### config.mk
export PLATFORM = sky130hd
export DESIGN_NAME = ieh_top
export DESIGN_NICKNAME = d
export VERILOG_FILES = /design/src/core/ieh_pkg.sv /design/src/core/ieh_top.sv /design/src/core/ieh_sync.sv
export SDC_FILE = /design/constraint.sdc
export NUM_CORES = 1
export LEC_CHECK = 0
export ABC_AREA = 1
export BUFFER_PORTS_ARGS = -buffer_cell sky130_fd_sc_hd__buf_2
export CAP_MARGIN = 20
export CORE_MARGIN = 5
export CORE_UTILIZATION = 30
export CTS_CLUSTER_DIAMETER = 40
export DETAILED_ROUTE_END_ITERATION = 6
export PLACE_DENSITY = 0.54
export SKIP_CTS_REPAIR_TIMING = 1
export SLEW_MARGIN = 20
export SYNTH_ARGS = -nofsm -noshare
export SYNTH_HDL_FRONTEND = slang
export SYNTH_HIERARCHICAL = 1
export SYNTH_SLANG_ARGS = --single-unit
### constraint.sdc
create_clock -name ref_clk_in -period 3.7 [get_ports ref_clk_in]
set_input_delay 0.74 -clock ref_clk_in [delete_from_list [all_inputs] [get_ports ref_clk_in]]
set_output_delay 0.74 -clock ref_clk_in [all_outputs]
set_load 0.02 [all_outputs]
### src/core/ieh_pkg.sv
package ieh_pkg;

  // register select codes
  localparam logic [3:0] ADDR_ORB    = 4'h0;
  localparam logic [3:0] ADDR_ORA    = 4'h1;
  localparam logic [3:0] ADDR_DDRB   = 4'h2;
  localparam logic [3:0] ADDR_DDRA   = 4'h3;
  localparam logic [3:0] ADDR_ACR    = 4'hB;
  localparam logic [3:0] ADDR_PCR    = 4'hC;
  localparam logic [3:0] ADDR_IFR    = 4'hD;
  localparam logic [3:0] ADDR_IER    = 4'hE;
  localparam logic [3:0] ADDR_ORA_NH = 4'hF;

  // flag / enable bit positions
  localparam int FLAG_CA2 = 0;
  localparam int FLAG_CA1 = 1;
  localparam int FLAG_SR  = 2;
  localparam int FLAG_CB2 = 3;
  localparam int FLAG_CB1 = 4;
  localparam int FLAG_T2  = 5;
  localparam int FLAG_T1  = 6;
  localparam int IER_SET  = 7;

  // control_line_modes fields
  localparam int PCR_CA1_EDGE = 0;
  localparam int PCR_CA2_LO   = 1;
  localparam int PCR_CA2_HI   = 3;
  localparam int PCR_CB1_EDGE = 4;
  localparam int PCR_CB2_LO   = 5;
  localparam int PCR_CB2_HI   = 7;

  // aux_function_modes fields
  localparam int ACR_PA_LATCH = 0;
  localparam int ACR_PB_LATCH = 1;
  localparam int ACR_SR_LO    = 2;
  localparam int ACR_SR_HI    = 4;
  localparam int ACR_T2_MODE  = 5;
  localparam int ACR_T1_LO    = 6;
  localparam int ACR_T1_HI    = 7;

  // handshake line mode codes
  localparam logic [2:0] MODE_HANDSHAKE = 3'h4;
  localparam logic [2:0] MODE_PULSE     = 3'h5;
  localparam logic [2:0] MODE_MAN_LOW   = 3'h6;
  localparam logic [2:0] MODE_MAN_HIGH  = 3'h7;

  // reset values
  localparam logic [6:0] IER_RESET = 7'h00;
  localparam logic [6:0] IFR_RESET = 7'h00;
  localparam logic [7:0] PCR_RESET = 8'h00;
  localparam logic [7:0] ACR_RESET = 8'h00;
  localparam logic [7:0] REG_RESET = 8'h00;

  // synchronised line bundle positions
  localparam int LN_CA1 = 0;
  localparam int LN_CA2 = 1;
  localparam int LN_CB1 = 2;
  localparam int LN_CB2 = 3;

  typedef struct packed {
    logic [6:0] interrupt_enable_mask;
    logic [6:0] interrupt_flag_bank;
    logic [7:0] control_line_modes;
    logic [7:0] aux_function_modes;
    logic [7:0] port_a_output_reg;
    logic [7:0] port_b_output_reg;
    logic [7:0] ddra;
    logic [7:0] ddrb;
    logic [7:0] pa_latch;
    logic [7:0] rdata;
    logic       rd_en;
    logic       irq_n;
    logic       ca2_lvl;
    logic       cb2_lvl;
    logic       ca2_pulse;
    logic       cb2_pulse;
    logic [3:0] prev;
  } ieh_state_s;

endpackage

### src/core/ieh_top.sv
// Contract
// - Enable write with data bit 7 low clears enables marked by ones.
// - Enable write with data bit 7 high sets enables marked by ones.
// - Enable read returns seven enables, bit 7 reads zero.
// - Control bit 0 picks falling or rising strobe A edge for its flag.
// - A handshake input: bit 2 picks edge, bit 1 stops port A clears.
// - Independent input flags clear only by writing one to the flag.
// - A handshake output: port A access drives low, strobe edge restores.
// - A pulse output: one cycle low after any port A access.
// - A manual modes: code 110 holds low, 111 holds high.
// - Control bit 4 picks strobe B edge; port B access clears flag.
// - Strobe B flag still set by pin edges during serial use.
// - B handshake line belongs to serial function while shifter active.
// - B handshake input: bit 6 picks edge, bit 5 stops port B clears.
// - B handshake output: only port B write drives low, strobe restores.
// - B pulse output: one cycle low after each port B write.
// - B manual modes: code 110 holds low, 111 holds high.
// - Aux modes: timer1 7..6, timer2 5, shifter 4..2, latches 1, 0.
// - Enabled latch captures port A on strobe flag set, holds while set.
// - Aux bit 0 enables latching; otherwise port A reads pass through.
// - Port A reads return pin levels, never the output register.
// - Request low when any enabled flag set; flag bit 7 mirrors it.
// - Writing one to a flag clears it; zeros leave flags alone.
`timescale 1ns/10ps
`default_nettype none

module ieh_top
  import ieh_pkg::*;
(
  input  wire logic       ref_clk_in,
  input  wire logic       rst_in,
  input  wire logic       cs1_in,
  input  wire logic       cs2_n_in,
  input  wire logic [3:0] reg_sel_in,
  input  wire logic       rw_in,
  input  wire logic [7:0] data_in,
  output logic      [7:0] data_out,
  output logic            data_oe_out,
  output logic            irq_n_out,
  input  wire logic       a_side_strobe_in,
  input  wire logic       a_side_handshake_line_in,
  output logic            a_side_handshake_line_out,
  output logic            a_side_handshake_line_oe_out,
  input  wire logic       b_side_strobe_line_in,
  input  wire logic       b_side_handshake_line_in,
  output logic            b_side_handshake_line_out,
  output logic            b_side_handshake_line_oe_out,
  input  wire logic [7:0] port_a_pins_in,
  output logic      [7:0] port_a_pins_out,
  output logic      [7:0] port_a_pins_oe_out,
  input  wire logic [7:0] port_b_pins_in,
  output logic      [7:0] port_b_pins_out,
  output logic      [7:0] port_b_pins_oe_out,
  input  wire logic       timer1_event_in,
  input  wire logic       timer2_event_in,
  input  wire logic       serial_event_in,
  input  wire logic       serial_active_in,
  input  wire logic       serial_line_in,
  input  wire logic       serial_line_oe_in,
  output logic      [1:0] timer1_mode_out,
  output logic            timer2_mode_out,
  output logic      [2:0] serial_mode_out,
  output logic            port_b_latch_en_out
);

  ieh_state_s q;
  ieh_state_s next_q;
  logic [19:0] sync_bus;
  logic [3:0]  lines;
  logic [7:0]  pa_pins;
  logic [7:0]  pb_pins;
  logic        acc;
  logic        acc_ora;
  logic        acc_orb;
  logic        wr_orb;
  logic [2:0]  a_mode;
  logic [2:0]  b_mode;
  logic        ca1_edge;
  logic        ca2_edge;
  logic        cb1_edge;
  logic        cb2_edge;
  logic        irq_any;

  // true when line moved to the level selected by rise
  function automatic logic edge_hit(input logic prev_lvl,
                                    input logic cur_lvl,
                                    input logic rise);
    edge_hit = rise ? (!prev_lvl && cur_lvl) : (prev_lvl && !cur_lvl);
  endfunction

  ieh_sync #(
    .WIDTH (20)
  ) u_sync (
    .ref_clk_in (ref_clk_in),
    .rst_in     (rst_in),
    .async_in   ({port_b_pins_in, port_a_pins_in, b_side_handshake_line_in,
                  b_side_strobe_line_in, a_side_handshake_line_in,
                  a_side_strobe_in}),
    .sync_out   (sync_bus)
  );

  assign lines   = sync_bus[3:0];
  assign pa_pins = sync_bus[11:4];
  assign pb_pins = sync_bus[19:12];

  assign acc     = cs1_in && !cs2_n_in;
  assign acc_ora = acc && (reg_sel_in == ADDR_ORA);
  assign acc_orb = acc && (reg_sel_in == ADDR_ORB);
  assign wr_orb  = acc_orb && !rw_in;
  assign a_mode  = q.control_line_modes[PCR_CA2_HI:PCR_CA2_LO];
  assign b_mode  = q.control_line_modes[PCR_CB2_HI:PCR_CB2_LO];

  // edges judged on synchronised levels only
  assign ca1_edge = edge_hit(q.prev[LN_CA1], lines[LN_CA1],
                             q.control_line_modes[PCR_CA1_EDGE]);
  assign ca2_edge = !a_mode[2] && edge_hit(q.prev[LN_CA2], lines[LN_CA2],
                                           a_mode[1]);
  // strobe B flag follows pin edges whether or not the shifter uses it
  assign cb1_edge = edge_hit(q.prev[LN_CB1], lines[LN_CB1],
                             q.control_line_modes[PCR_CB1_EDGE]);
  assign cb2_edge = !b_mode[2] && !serial_active_in &&
                    edge_hit(q.prev[LN_CB2], lines[LN_CB2],
                             b_mode[1]);

  assign irq_any = |(q.interrupt_flag_bank & q.interrupt_enable_mask);

  always_comb
  begin
    logic [6:0] set_f;
    logic [6:0] clr_f;
    set_f  = '0;
    clr_f  = '0;
    next_q = q;
    next_q.prev      = lines;
    next_q.rd_en     = acc && rw_in;
    next_q.irq_n     = !irq_any;
    next_q.ca2_pulse = 1'b0;
    next_q.cb2_pulse = 1'b0;

    set_f[FLAG_CA2] = ca2_edge;
    set_f[FLAG_CA1] = ca1_edge;
    set_f[FLAG_SR]  = serial_event_in;
    set_f[FLAG_CB2] = cb2_edge;
    set_f[FLAG_CB1] = cb1_edge;
    set_f[FLAG_T2]  = timer2_event_in;
    set_f[FLAG_T1]  = timer1_event_in;

    if (acc_ora)
    begin
      clr_f[FLAG_CA1] = 1'b1;
      // independent input and output modes leave the flag alone
      clr_f[FLAG_CA2] = !a_mode[2] && !a_mode[0];
    end
    if (acc_orb)
    begin
      clr_f[FLAG_CB1] = 1'b1;
      clr_f[FLAG_CB2] = !b_mode[2] && !b_mode[0];
    end
    if (acc && !rw_in && (reg_sel_in == ADDR_IFR))
      clr_f = clr_f | data_in[6:0];

    // a set arriving with its clear wins
    next_q.interrupt_flag_bank = (q.interrupt_flag_bank & ~clr_f) | set_f;

    if (acc && !rw_in)
    begin
      case (reg_sel_in)
        ADDR_ORB:    next_q.port_b_output_reg  = data_in;
        ADDR_ORA:    next_q.port_a_output_reg  = data_in;
        ADDR_ORA_NH: next_q.port_a_output_reg  = data_in;
        ADDR_DDRB:   next_q.ddrb = data_in;
        ADDR_DDRA:   next_q.ddra = data_in;
        ADDR_ACR:    next_q.aux_function_modes  = data_in;
        ADDR_PCR:    next_q.control_line_modes  = data_in;
        ADDR_IER:
        begin
          if (data_in[IER_SET])
            next_q.interrupt_enable_mask = q.interrupt_enable_mask | data_in[6:0];
          else
            next_q.interrupt_enable_mask = q.interrupt_enable_mask & ~data_in[6:0];
        end
        default:     next_q.interrupt_enable_mask  = q.interrupt_enable_mask;
      endcase
    end

    // port A latch: captured as the strobe flag sets, held while set
    if (!q.aux_function_modes[ACR_PA_LATCH])
      next_q.pa_latch = pa_pins;
    else if (ca1_edge && !q.interrupt_flag_bank[FLAG_CA1])
      next_q.pa_latch = pa_pins;

    // A handshake line output
    if (a_mode == MODE_HANDSHAKE)
    begin
      if (ca1_edge)
        next_q.ca2_lvl = 1'b1;
      if (acc_ora)
        next_q.ca2_lvl = 1'b0;
    end
    else
      next_q.ca2_lvl = 1'b1;
    next_q.ca2_pulse = (a_mode == MODE_PULSE) && acc_ora;

    // B handshake line output, writes only
    if (b_mode == MODE_HANDSHAKE)
    begin
      if (cb1_edge)
        next_q.cb2_lvl = 1'b1;
      if (wr_orb)
        next_q.cb2_lvl = 1'b0;
    end
    else
      next_q.cb2_lvl = 1'b1;
    next_q.cb2_pulse = (b_mode == MODE_PULSE) && wr_orb;

    if (acc && rw_in)
    begin
      case (reg_sel_in)
        ADDR_ORB:    next_q.rdata = (q.port_b_output_reg & q.ddrb) | (pb_pins & ~q.ddrb);
        // pins through the latch, never the output register
        ADDR_ORA:    next_q.rdata = q.aux_function_modes[ACR_PA_LATCH] ? q.pa_latch
                                                        : pa_pins;
        ADDR_ORA_NH: next_q.rdata = q.aux_function_modes[ACR_PA_LATCH] ? q.pa_latch
                                                        : pa_pins;
        ADDR_DDRB:   next_q.rdata = q.ddrb;
        ADDR_DDRA:   next_q.rdata = q.ddra;
        ADDR_ACR:    next_q.rdata = q.aux_function_modes;
        ADDR_PCR:    next_q.rdata = q.control_line_modes;
        ADDR_IFR:    next_q.rdata = {irq_any, q.interrupt_flag_bank};
        ADDR_IER:    next_q.rdata = {1'b0, q.interrupt_enable_mask};
        default:     next_q.rdata = REG_RESET;
      endcase
    end
  end

  always_ff @(posedge ref_clk_in or posedge rst_in)
  begin
    if (rst_in)
    begin
      q           <= '0;
      q.interrupt_enable_mask       <= IER_RESET;
      q.interrupt_flag_bank       <= IFR_RESET;
      q.control_line_modes       <= PCR_RESET;
      q.aux_function_modes       <= ACR_RESET;
      q.irq_n     <= 1'b1;
      q.ca2_lvl   <= 1'b1;
      q.cb2_lvl   <= 1'b1;
    end
    else
      q <= next_q;
  end

  always_comb
  begin
    a_side_handshake_line_oe_out = a_mode[2];
    case (a_mode)
      MODE_HANDSHAKE: a_side_handshake_line_out = q.ca2_lvl;
      MODE_PULSE:     a_side_handshake_line_out = !q.ca2_pulse;
      MODE_MAN_LOW:   a_side_handshake_line_out = 1'b0;
      MODE_MAN_HIGH:  a_side_handshake_line_out = 1'b1;
      default:        a_side_handshake_line_out = 1'b1;
    endcase
  end

  always_comb
  begin
    if (serial_active_in)
    begin
      b_side_handshake_line_out    = serial_line_in;
      b_side_handshake_line_oe_out = serial_line_oe_in;
    end
    else
    begin
      b_side_handshake_line_oe_out = b_mode[2];
      case (b_mode)
        MODE_HANDSHAKE: b_side_handshake_line_out = q.cb2_lvl;
        MODE_PULSE:     b_side_handshake_line_out = !q.cb2_pulse;
        MODE_MAN_LOW:   b_side_handshake_line_out = 1'b0;
        MODE_MAN_HIGH:  b_side_handshake_line_out = 1'b1;
        default:        b_side_handshake_line_out = 1'b1;
      endcase
    end
  end

  assign data_out            = q.rdata;
  assign data_oe_out         = q.rd_en;
  assign irq_n_out           = q.irq_n;
  assign port_a_pins_out     = q.port_a_output_reg;
  assign port_a_pins_oe_out  = q.ddra;
  assign port_b_pins_out     = q.port_b_output_reg;
  assign port_b_pins_oe_out  = q.ddrb;
  assign timer1_mode_out     = q.aux_function_modes[ACR_T1_HI:ACR_T1_LO];
  assign timer2_mode_out     = q.aux_function_modes[ACR_T2_MODE];
  assign serial_mode_out     = q.aux_function_modes[ACR_SR_HI:ACR_SR_LO];
  assign port_b_latch_en_out = q.aux_function_modes[ACR_PB_LATCH];
endmodule // ieh_top

`default_nettype wire

### src/core/ieh_sync.sv
`timescale 1ns/10ps
`default_nettype none

module ieh_sync #(
  parameter int WIDTH = 1
) (
  input  wire logic             ref_clk_in,
  input  wire logic             rst_in,
  input  wire logic [WIDTH-1:0] async_in,
  output logic      [WIDTH-1:0] sync_out
);

  logic [WIDTH-1:0] stage1;

  if (WIDTH < 1)
  begin : g_bad_width
    $error("ieh_sync: WIDTH must be at least 1");
  end

  // stage1 feeds only the second flop
  always_ff @(posedge ref_clk_in or posedge rst_in)
  begin
    if (rst_in)
    begin
      stage1   <= '0;
      sync_out <= '0;
    end
    else
    begin
      stage1   <= async_in;
      sync_out <= stage1;
    end
  end

endmodule // ieh_sync

`default_nettype wire

* Word level (Yosys, flattened, before mapping)
Index checks and enable logic that the tools add are counted.
** Storage, ports and cells
- Register bits :: 128
- Input bits :: 43
- Logic and storage cells :: 122
** Operators by class
- Eq/ne operators :: 17
- Muxes and demuxes :: 22
- Bitwise gates (word level) :: 12
- Reductions and logical operators :: 52
** Operators by type and width (number)
- case mux 8 bit (8 select lines) :: 1
- 2-to-1 mux 8 bit :: 3
- logical AND 1 bit :: 23
- bitwise AND 7 bit :: 3
- equality test 4 bit (second input constant) :: 5
- zero test 1 bit :: 19
- equality test 3 bit (second input constant) :: 6
- bitwise AND 8 bit :: 2
- 2-to-1 mux 7 bit :: 2
- inverter 7 bit :: 2
- bitwise OR 7 bit :: 2
- AND reduction 2 bit :: 7
- 2-to-1 mux 1 bit :: 12
- equality test 4 x 2 -> 1 bit (second input constant) :: 2
- inverter 8 bit :: 1
- bitwise OR 8 bit :: 1
- bitwise OR 5 x 7 -> 7 bit :: 1
- OR reduction 7 bit :: 1
- != test 3 bit (second input constant) :: 2
- case mux 1 bit (3 select lines) :: 2
- equality test 4 x 1 -> 1 bit (second input constant) :: 1
- zero test 4 bit :: 1
- 2-to-1 mux 2 bit :: 2
- != test 2 x 1 -> 1 bit (second input constant) :: 1
- OR reduction 2 bit :: 1

* Depth between registers and ports, before layout
- Depth in word-level cells :: 9
- Mapped depth :: 10
- Depth with buffers taken out :: 10

* Cells and area by module
Netlist, hierarchy kept.
** By module, submodules not included
- ieh_top :: instances 1, cells an instance 607, area an instance 4683.2 sq um
- ieh_sync :: instances 1, cells an instance 41, area an instance 1004.7 sq um

* Worst setup path after synthesis
OpenSTA, ideal clock, no wires.
- Path type :: input port to output port
- Start :: input serial_active_in
- End :: output b_side_handshake_line_out
- Arrival :: 1.304 ns
- Required time :: 2.960 ns
- Path slack :: 1.656 ns
- Stages :: 4
- Path buffers :: 0
- Cell sequence :: inv_1 nand2_1 a21oi_1 a31oi_1
** Between the ends
- Cells in the longest elaborated chain, start to end :: 1
** Ends and longest elaborated chain
- start: declaration :: RTL line ieh_top.sv:57 : input wire logic serial_active_in,
- 2-to-1 mux 1 bit :: RTL line ieh_top.sv:267 : if (serial_active_in)
- end: declaration :: RTL line ieh_top.sv:46 : output logic b_side_handshake_line_out,
No other way between the ends.

* Worst setup path in the final report
- Start :: register q (netlist bit b_mode[2])
- End :: output b_side_handshake_line_out
** Between the ends
- Cells in the longest elaborated chain, start to end :: 3
** Ends and longest elaborated chain
- start: declaration :: RTL line ieh_top.sv:66 : ieh_state_s q;
- start signal: assignment :: RTL line ieh_top.sv:250 : q <= next_q;
- equality test 3 bit :: RTL line ieh_top.sv:275 : case (b_mode)
- case mux 1 bit (3 select lines) * :: RTL line ieh_top.sv:275
- 2-to-1 mux 1 bit * :: RTL line ieh_top.sv:267
Mark *: on every way between the ends. The rest lies on a longest branch, timed or not.

==> impl_summary.txt <==
----------------------------------------------------
[Synthesis]
  Commonest cells in the netlist ... sky130_fd_sc_hd__nand2_1, sky130_fd_sc_hd__dfrtp_1, sky130_fd_sc_hd__nand3_1
  Number of warnings printed during yosys synthesis ... 6
  Number of flip-flops and latches in the synthesized netlist ... 128
  Largest area contributor in the synthesized netlist ... sky130_fd_sc_hd__dfrtp_1
  Synthesized instance count ... 648
  Synth Cell Area ... 0.00569 mm²
  Dominant cell by count in the synthesized netlist ... sky130_fd_sc_hd__nand2_1
  Proportion of synthesized chip area in sequential cells ... 56.4%
  Mean post-synth cell area ... 8.78 µm²
  Leading register cell type out of synthesis ... sky130_fd_sc_hd__dfrtp_1
  Share of Yosys cell area claimed by the top area cell type ... 55.0%
  Post-synth EDFFs ... 0
  Top post-synthesis cells by area ... sky130_fd_sc_hd__dfrtp_1, sky130_fd_sc_hd__nand2_1, sky130_fd_sc_hd__buf_4
  Asr flop ratio synth ... 100%
  Post-synthesis cell type count ... 27
  Syn nets ... 691

[Worst setup path]
  Category of the critical setup timing path ... register to primary output
  Reg2Reg Setup Slack ... 2.01 ns
  Crit Reg-Reg Endpoint ... q[24]$_DFFE_PP0P_
  Worst reg2reg path depth ... 7
  Worst setup EP type ... primary output
  Launching element type of the critical path ... register
  Data arrival, critical path ... 1.69 ns
  Required @ worst endpoint ... 2.96 ns
  Origin of the worst setup path ... b_mode[2]$_DFFE_PP0P_
  Highest fanout seen on the critical path ... 5
  Reg-to-Reg Start ... u_sync/sync_out[0]$_DFF_PP0_

[Power and ir drop]
  Sequential share of power ... 42.7%
  Power spent charging and discharging nets ... 1.13 mW
  Sum of internal, switching and leakage power ... 3.90 mW
  Combinational share of power ... 12.9%
  Internal portion of total power ... 2.77 mW
  Maximum ir drop on the vdd rail ... 0.288 mV
  Switching share of power ... 28.9%
  Static leakage power ... 3.42 nW
  Clock power frac ... 44.4%
  Power density over cell area ... 583 mW/mm²

[Route]
  Detailed-route via count ... 4330
  DRC violations left ... 0
  Per-cell via count in the routed design ... 4.55
  Wire length reported by the detailed router ... 15700 µm
  TritonRoute pass-1 iters ... 5
  ANT nets after route ... 0
  Post-DR wirelength/cell ... 16.5 µm
  Iteration-0 DRC Markers ... 378

[Layout]
  Total of fill cells in the finished design ... 1955
  Diode count ... 0
  Area delta synth->final ... 17.5%
  Final nets ... 748
  Fraction of final layout cells with drive strength greater than 1 ... 23.1%

[STA]
  Count of final max-slew check failures ... 0
  Count of final hold-check violations ... 0
  Final cycle utilization of the critical path ... 65.6%
  Worst-case headroom to the max-slew limit ... 49.6%
  Summed negative setup slack over all endpoints ... 0 ns
  Number of endpoints failing setup at the final stage ... 0
  Final worst-path setup slack ... 1.27 ns
  Transition time at the pin with the least slew margin ... 0.756 ns
  Worst-case clock skew ... 0.00824 ns
  Period minus WS final ... 2.43 ns
  Unrepaired setup endpoints after global routing ... false
  Maximum clock rate ... 412 MHz

[Hold path]
  Launch point of the worst hold path ... u_sync/stage1[15]$_DFF_PP0_
  Worst min-delay path endpoint ... u_sync/sync_out[15]$_DFF_PP0_
  Depth of the worst hold-timing path ... 0
  Hold Crit Class ... register to register

[CTS]
  Clock-pin slew on the worst setup and hold paths ... 0.06 ns
  Cts bufs inserted ... 17
  H-tree levels ... 4
  CTS tree ... done
  Num Clock Sinks ... 128
  Insertion delay to the later sink of the worst-skew pair ... 0.42 ns
  Maximum number of buffers from clock root to sink ... 2
  Library cell used as clock root buffer ... sky130_fd_sc_hd__clkbuf_16

[Global route]
  GRT overflow ... 0
  Maximum number of pins on one net before global-route repair ... 53
  Antenna violations before repair ... 1
  Overall routing resource usage ... 14.8%
  First-pass GRT wire length ... 24600 µm
  Number of global-route vias before repair ... 4167

[Floorplanning]
  Effective utilization at floorplan ... 30.4%
  Placeable core region ... 0.0187 mm²
  Die Wd ... 148 µm
  Num rows ... 50
  Top-level port count ... 96
  Vertical extent of the die ... 148 µm
  Die Outline Area ... 0.0218 mm²

[Job]
  Max-capacitance violation count ... 0

[Place]
  Detailed placer's ending HPWL ... 11400 µm
  Last weighted congestion value of the routability-driven placer ... 0.955
  Pre-CTS setup slack ... 1.50 ns
  Number of buffer cells added on primary ports ... 95

[Outcome]
  Run status ... completed

----------------------------------------------------
==> placed cells by master, fill, tap and decap left out, types with 2 or more instances in the layout <==
| cell type | instances |
|---|---|
| sky130_fd_sc_hd__buf_2 | 95 |
| sky130_fd_sc_hd__nand2_1 | 197 |
| sky130_fd_sc_hd__clkbuf_16 | 17 |
| sky130_fd_sc_hd__nand3_1 | 60 |
| sky130_fd_sc_hd__buf_4 | 2 |
| sky130_fd_sc_hd__clkinv_4 | 4 |
| sky130_fd_sc_hd__bufinv_16 | 3 |
| sky130_fd_sc_hd__o21bai_1 | 2 |
| sky130_fd_sc_hd__dfrtp_1 | 125 |
| sky130_fd_sc_hd__nand3_2 | 2 |
| sky130_fd_sc_hd__o21ai_0 | 40 |
| sky130_fd_sc_hd__o21ai_2 | 8 |
| sky130_fd_sc_hd__nor2_1 | 29 |
| sky130_fd_sc_hd__o211ai_1 | 2 |
| sky130_fd_sc_hd__o21ai_1 | 30 |
| sky130_fd_sc_hd__a21oi_1 | 11 |
| sky130_fd_sc_hd__nor2_2 | 5 |
| sky130_fd_sc_hd__nand2_4 | 3 |
| sky130_fd_sc_hd__clkinvlp_4 | 4 |
| sky130_fd_sc_hd__nand2_2 | 3 |
| sky130_fd_sc_hd__inv_6 | 3 |
| sky130_fd_sc_hd__clkinv_2 | 2 |
| sky130_fd_sc_hd__nor3_1 | 3 |
| sky130_fd_sc_hd__inv_1 | 50 |
| sky130_fd_sc_hd__dfstp_2 | 3 |
| sky130_fd_sc_hd__inv_2 | 6 |
| sky130_fd_sc_hd__nor2_4 | 3 |
==> sequential cells by signal, indices dropped and copies added (netlist names), 8 cells and up, named ones only <==
register,cells
q,26
port_a_pins_out,8
data_out,8
port_b_pins_oe_out,8
u_sync/sync_out,20
port_b_pins_out,8
port_a_pins_oe_out,8
u_sync/stage1,20
==> worst max-delay path, cell delays in order, from the launching register on <==
cell and delay (ns):
sky130_fd_sc_hd__dfrtp_1 0.44, sky130_fd_sc_hd__inv_1 0.13, sky130_fd_sc_hd__nor3_1 0.22, sky130_fd_sc_hd__nand2_1 0.09, sky130_fd_sc_hd__a31oi_1 0.19, sky130_fd_sc_hd__buf_2 0.20
==> kinds of logic after synthesis <==
kind of cell | Yosys count | share of synthesized area (%)
flops | 128 | 56.4
buf+inv | 118 | 11.3
compound gates | 95 | 9.15
simple gates | 307 | 23.2
==> cell type report <==
| cell class | instances | area [µm²] | share of cell area [%] |
|---|---|---|---|
| tap | 234 | 293 | 4.38 |
| multi-input combinational | 402 | 1840 | 27.5 |
| timing repair buffer | 98 | 510 | 7.64 |
| clock buffer | 17 | 425 | 6.37 |
| clock inverter | 15 | 186 | 2.79 |
| inverter | 58 | 219 | 3.28 |
| sequential | 128 | 3210 | 48.0 |
==> power by group through the flow <==
| stage | sequential (mW) | clock (mW) | combinational (mW) |
|---|---|---|---|
| final | 1.66 | 1.73 | 0.503 |
| after global routing | 1.68 | 1.84 | 0.566 |
| after CTS | 1.66 | 1.77 | 0.515 |
| after detailed placement | 1.69 | 0 | 0.513 |
| after global placement | 1.68 | 0 | 0.506 |
| after floorplan | 1.65 | 0 | 0.427 |
==> through the flow <==
step	utilization, %	hold slack (ns)	cells	cell area, µm²
detailed placement	32.4	0.335	920	6070
floorplan	-	0.331	648	5690
global placement	32.4	0.333	920	6070
global route	35.7	0.350	952	6680
CTS	35.7	0.347	952	6680
finish	35.7	0.346	952	6680
==> how the worst max path moves through the flow <==
stage                                      endpoint  cells after the start
after floorplan                           async pin                      1
after global placement    b_side_handshake_line_out                      6
after detailed placement  b_side_handshake_line_out                      6
after CTS                 b_side_handshake_line_out                      5
after global routing      a_side_handshake_line_out                      5
final                     b_side_handshake_line_out                      5
==> routing by layer <==
| layer | vias up | track usage, % | wire [µm] |
|---|---|---|---|
| met5 | - | 0 | 13 |
| met4 | 2 | 2.94 | 91 |
| met3 | 6 | 4.75 | 1010 |
| met2 | 117 | 23.0 | 7280 |
| met1 | 2069 | 20.4 | 7310 |
| li1 | 2136 | - | - |
Note: power is estimated with default switching activity, not from simulation.
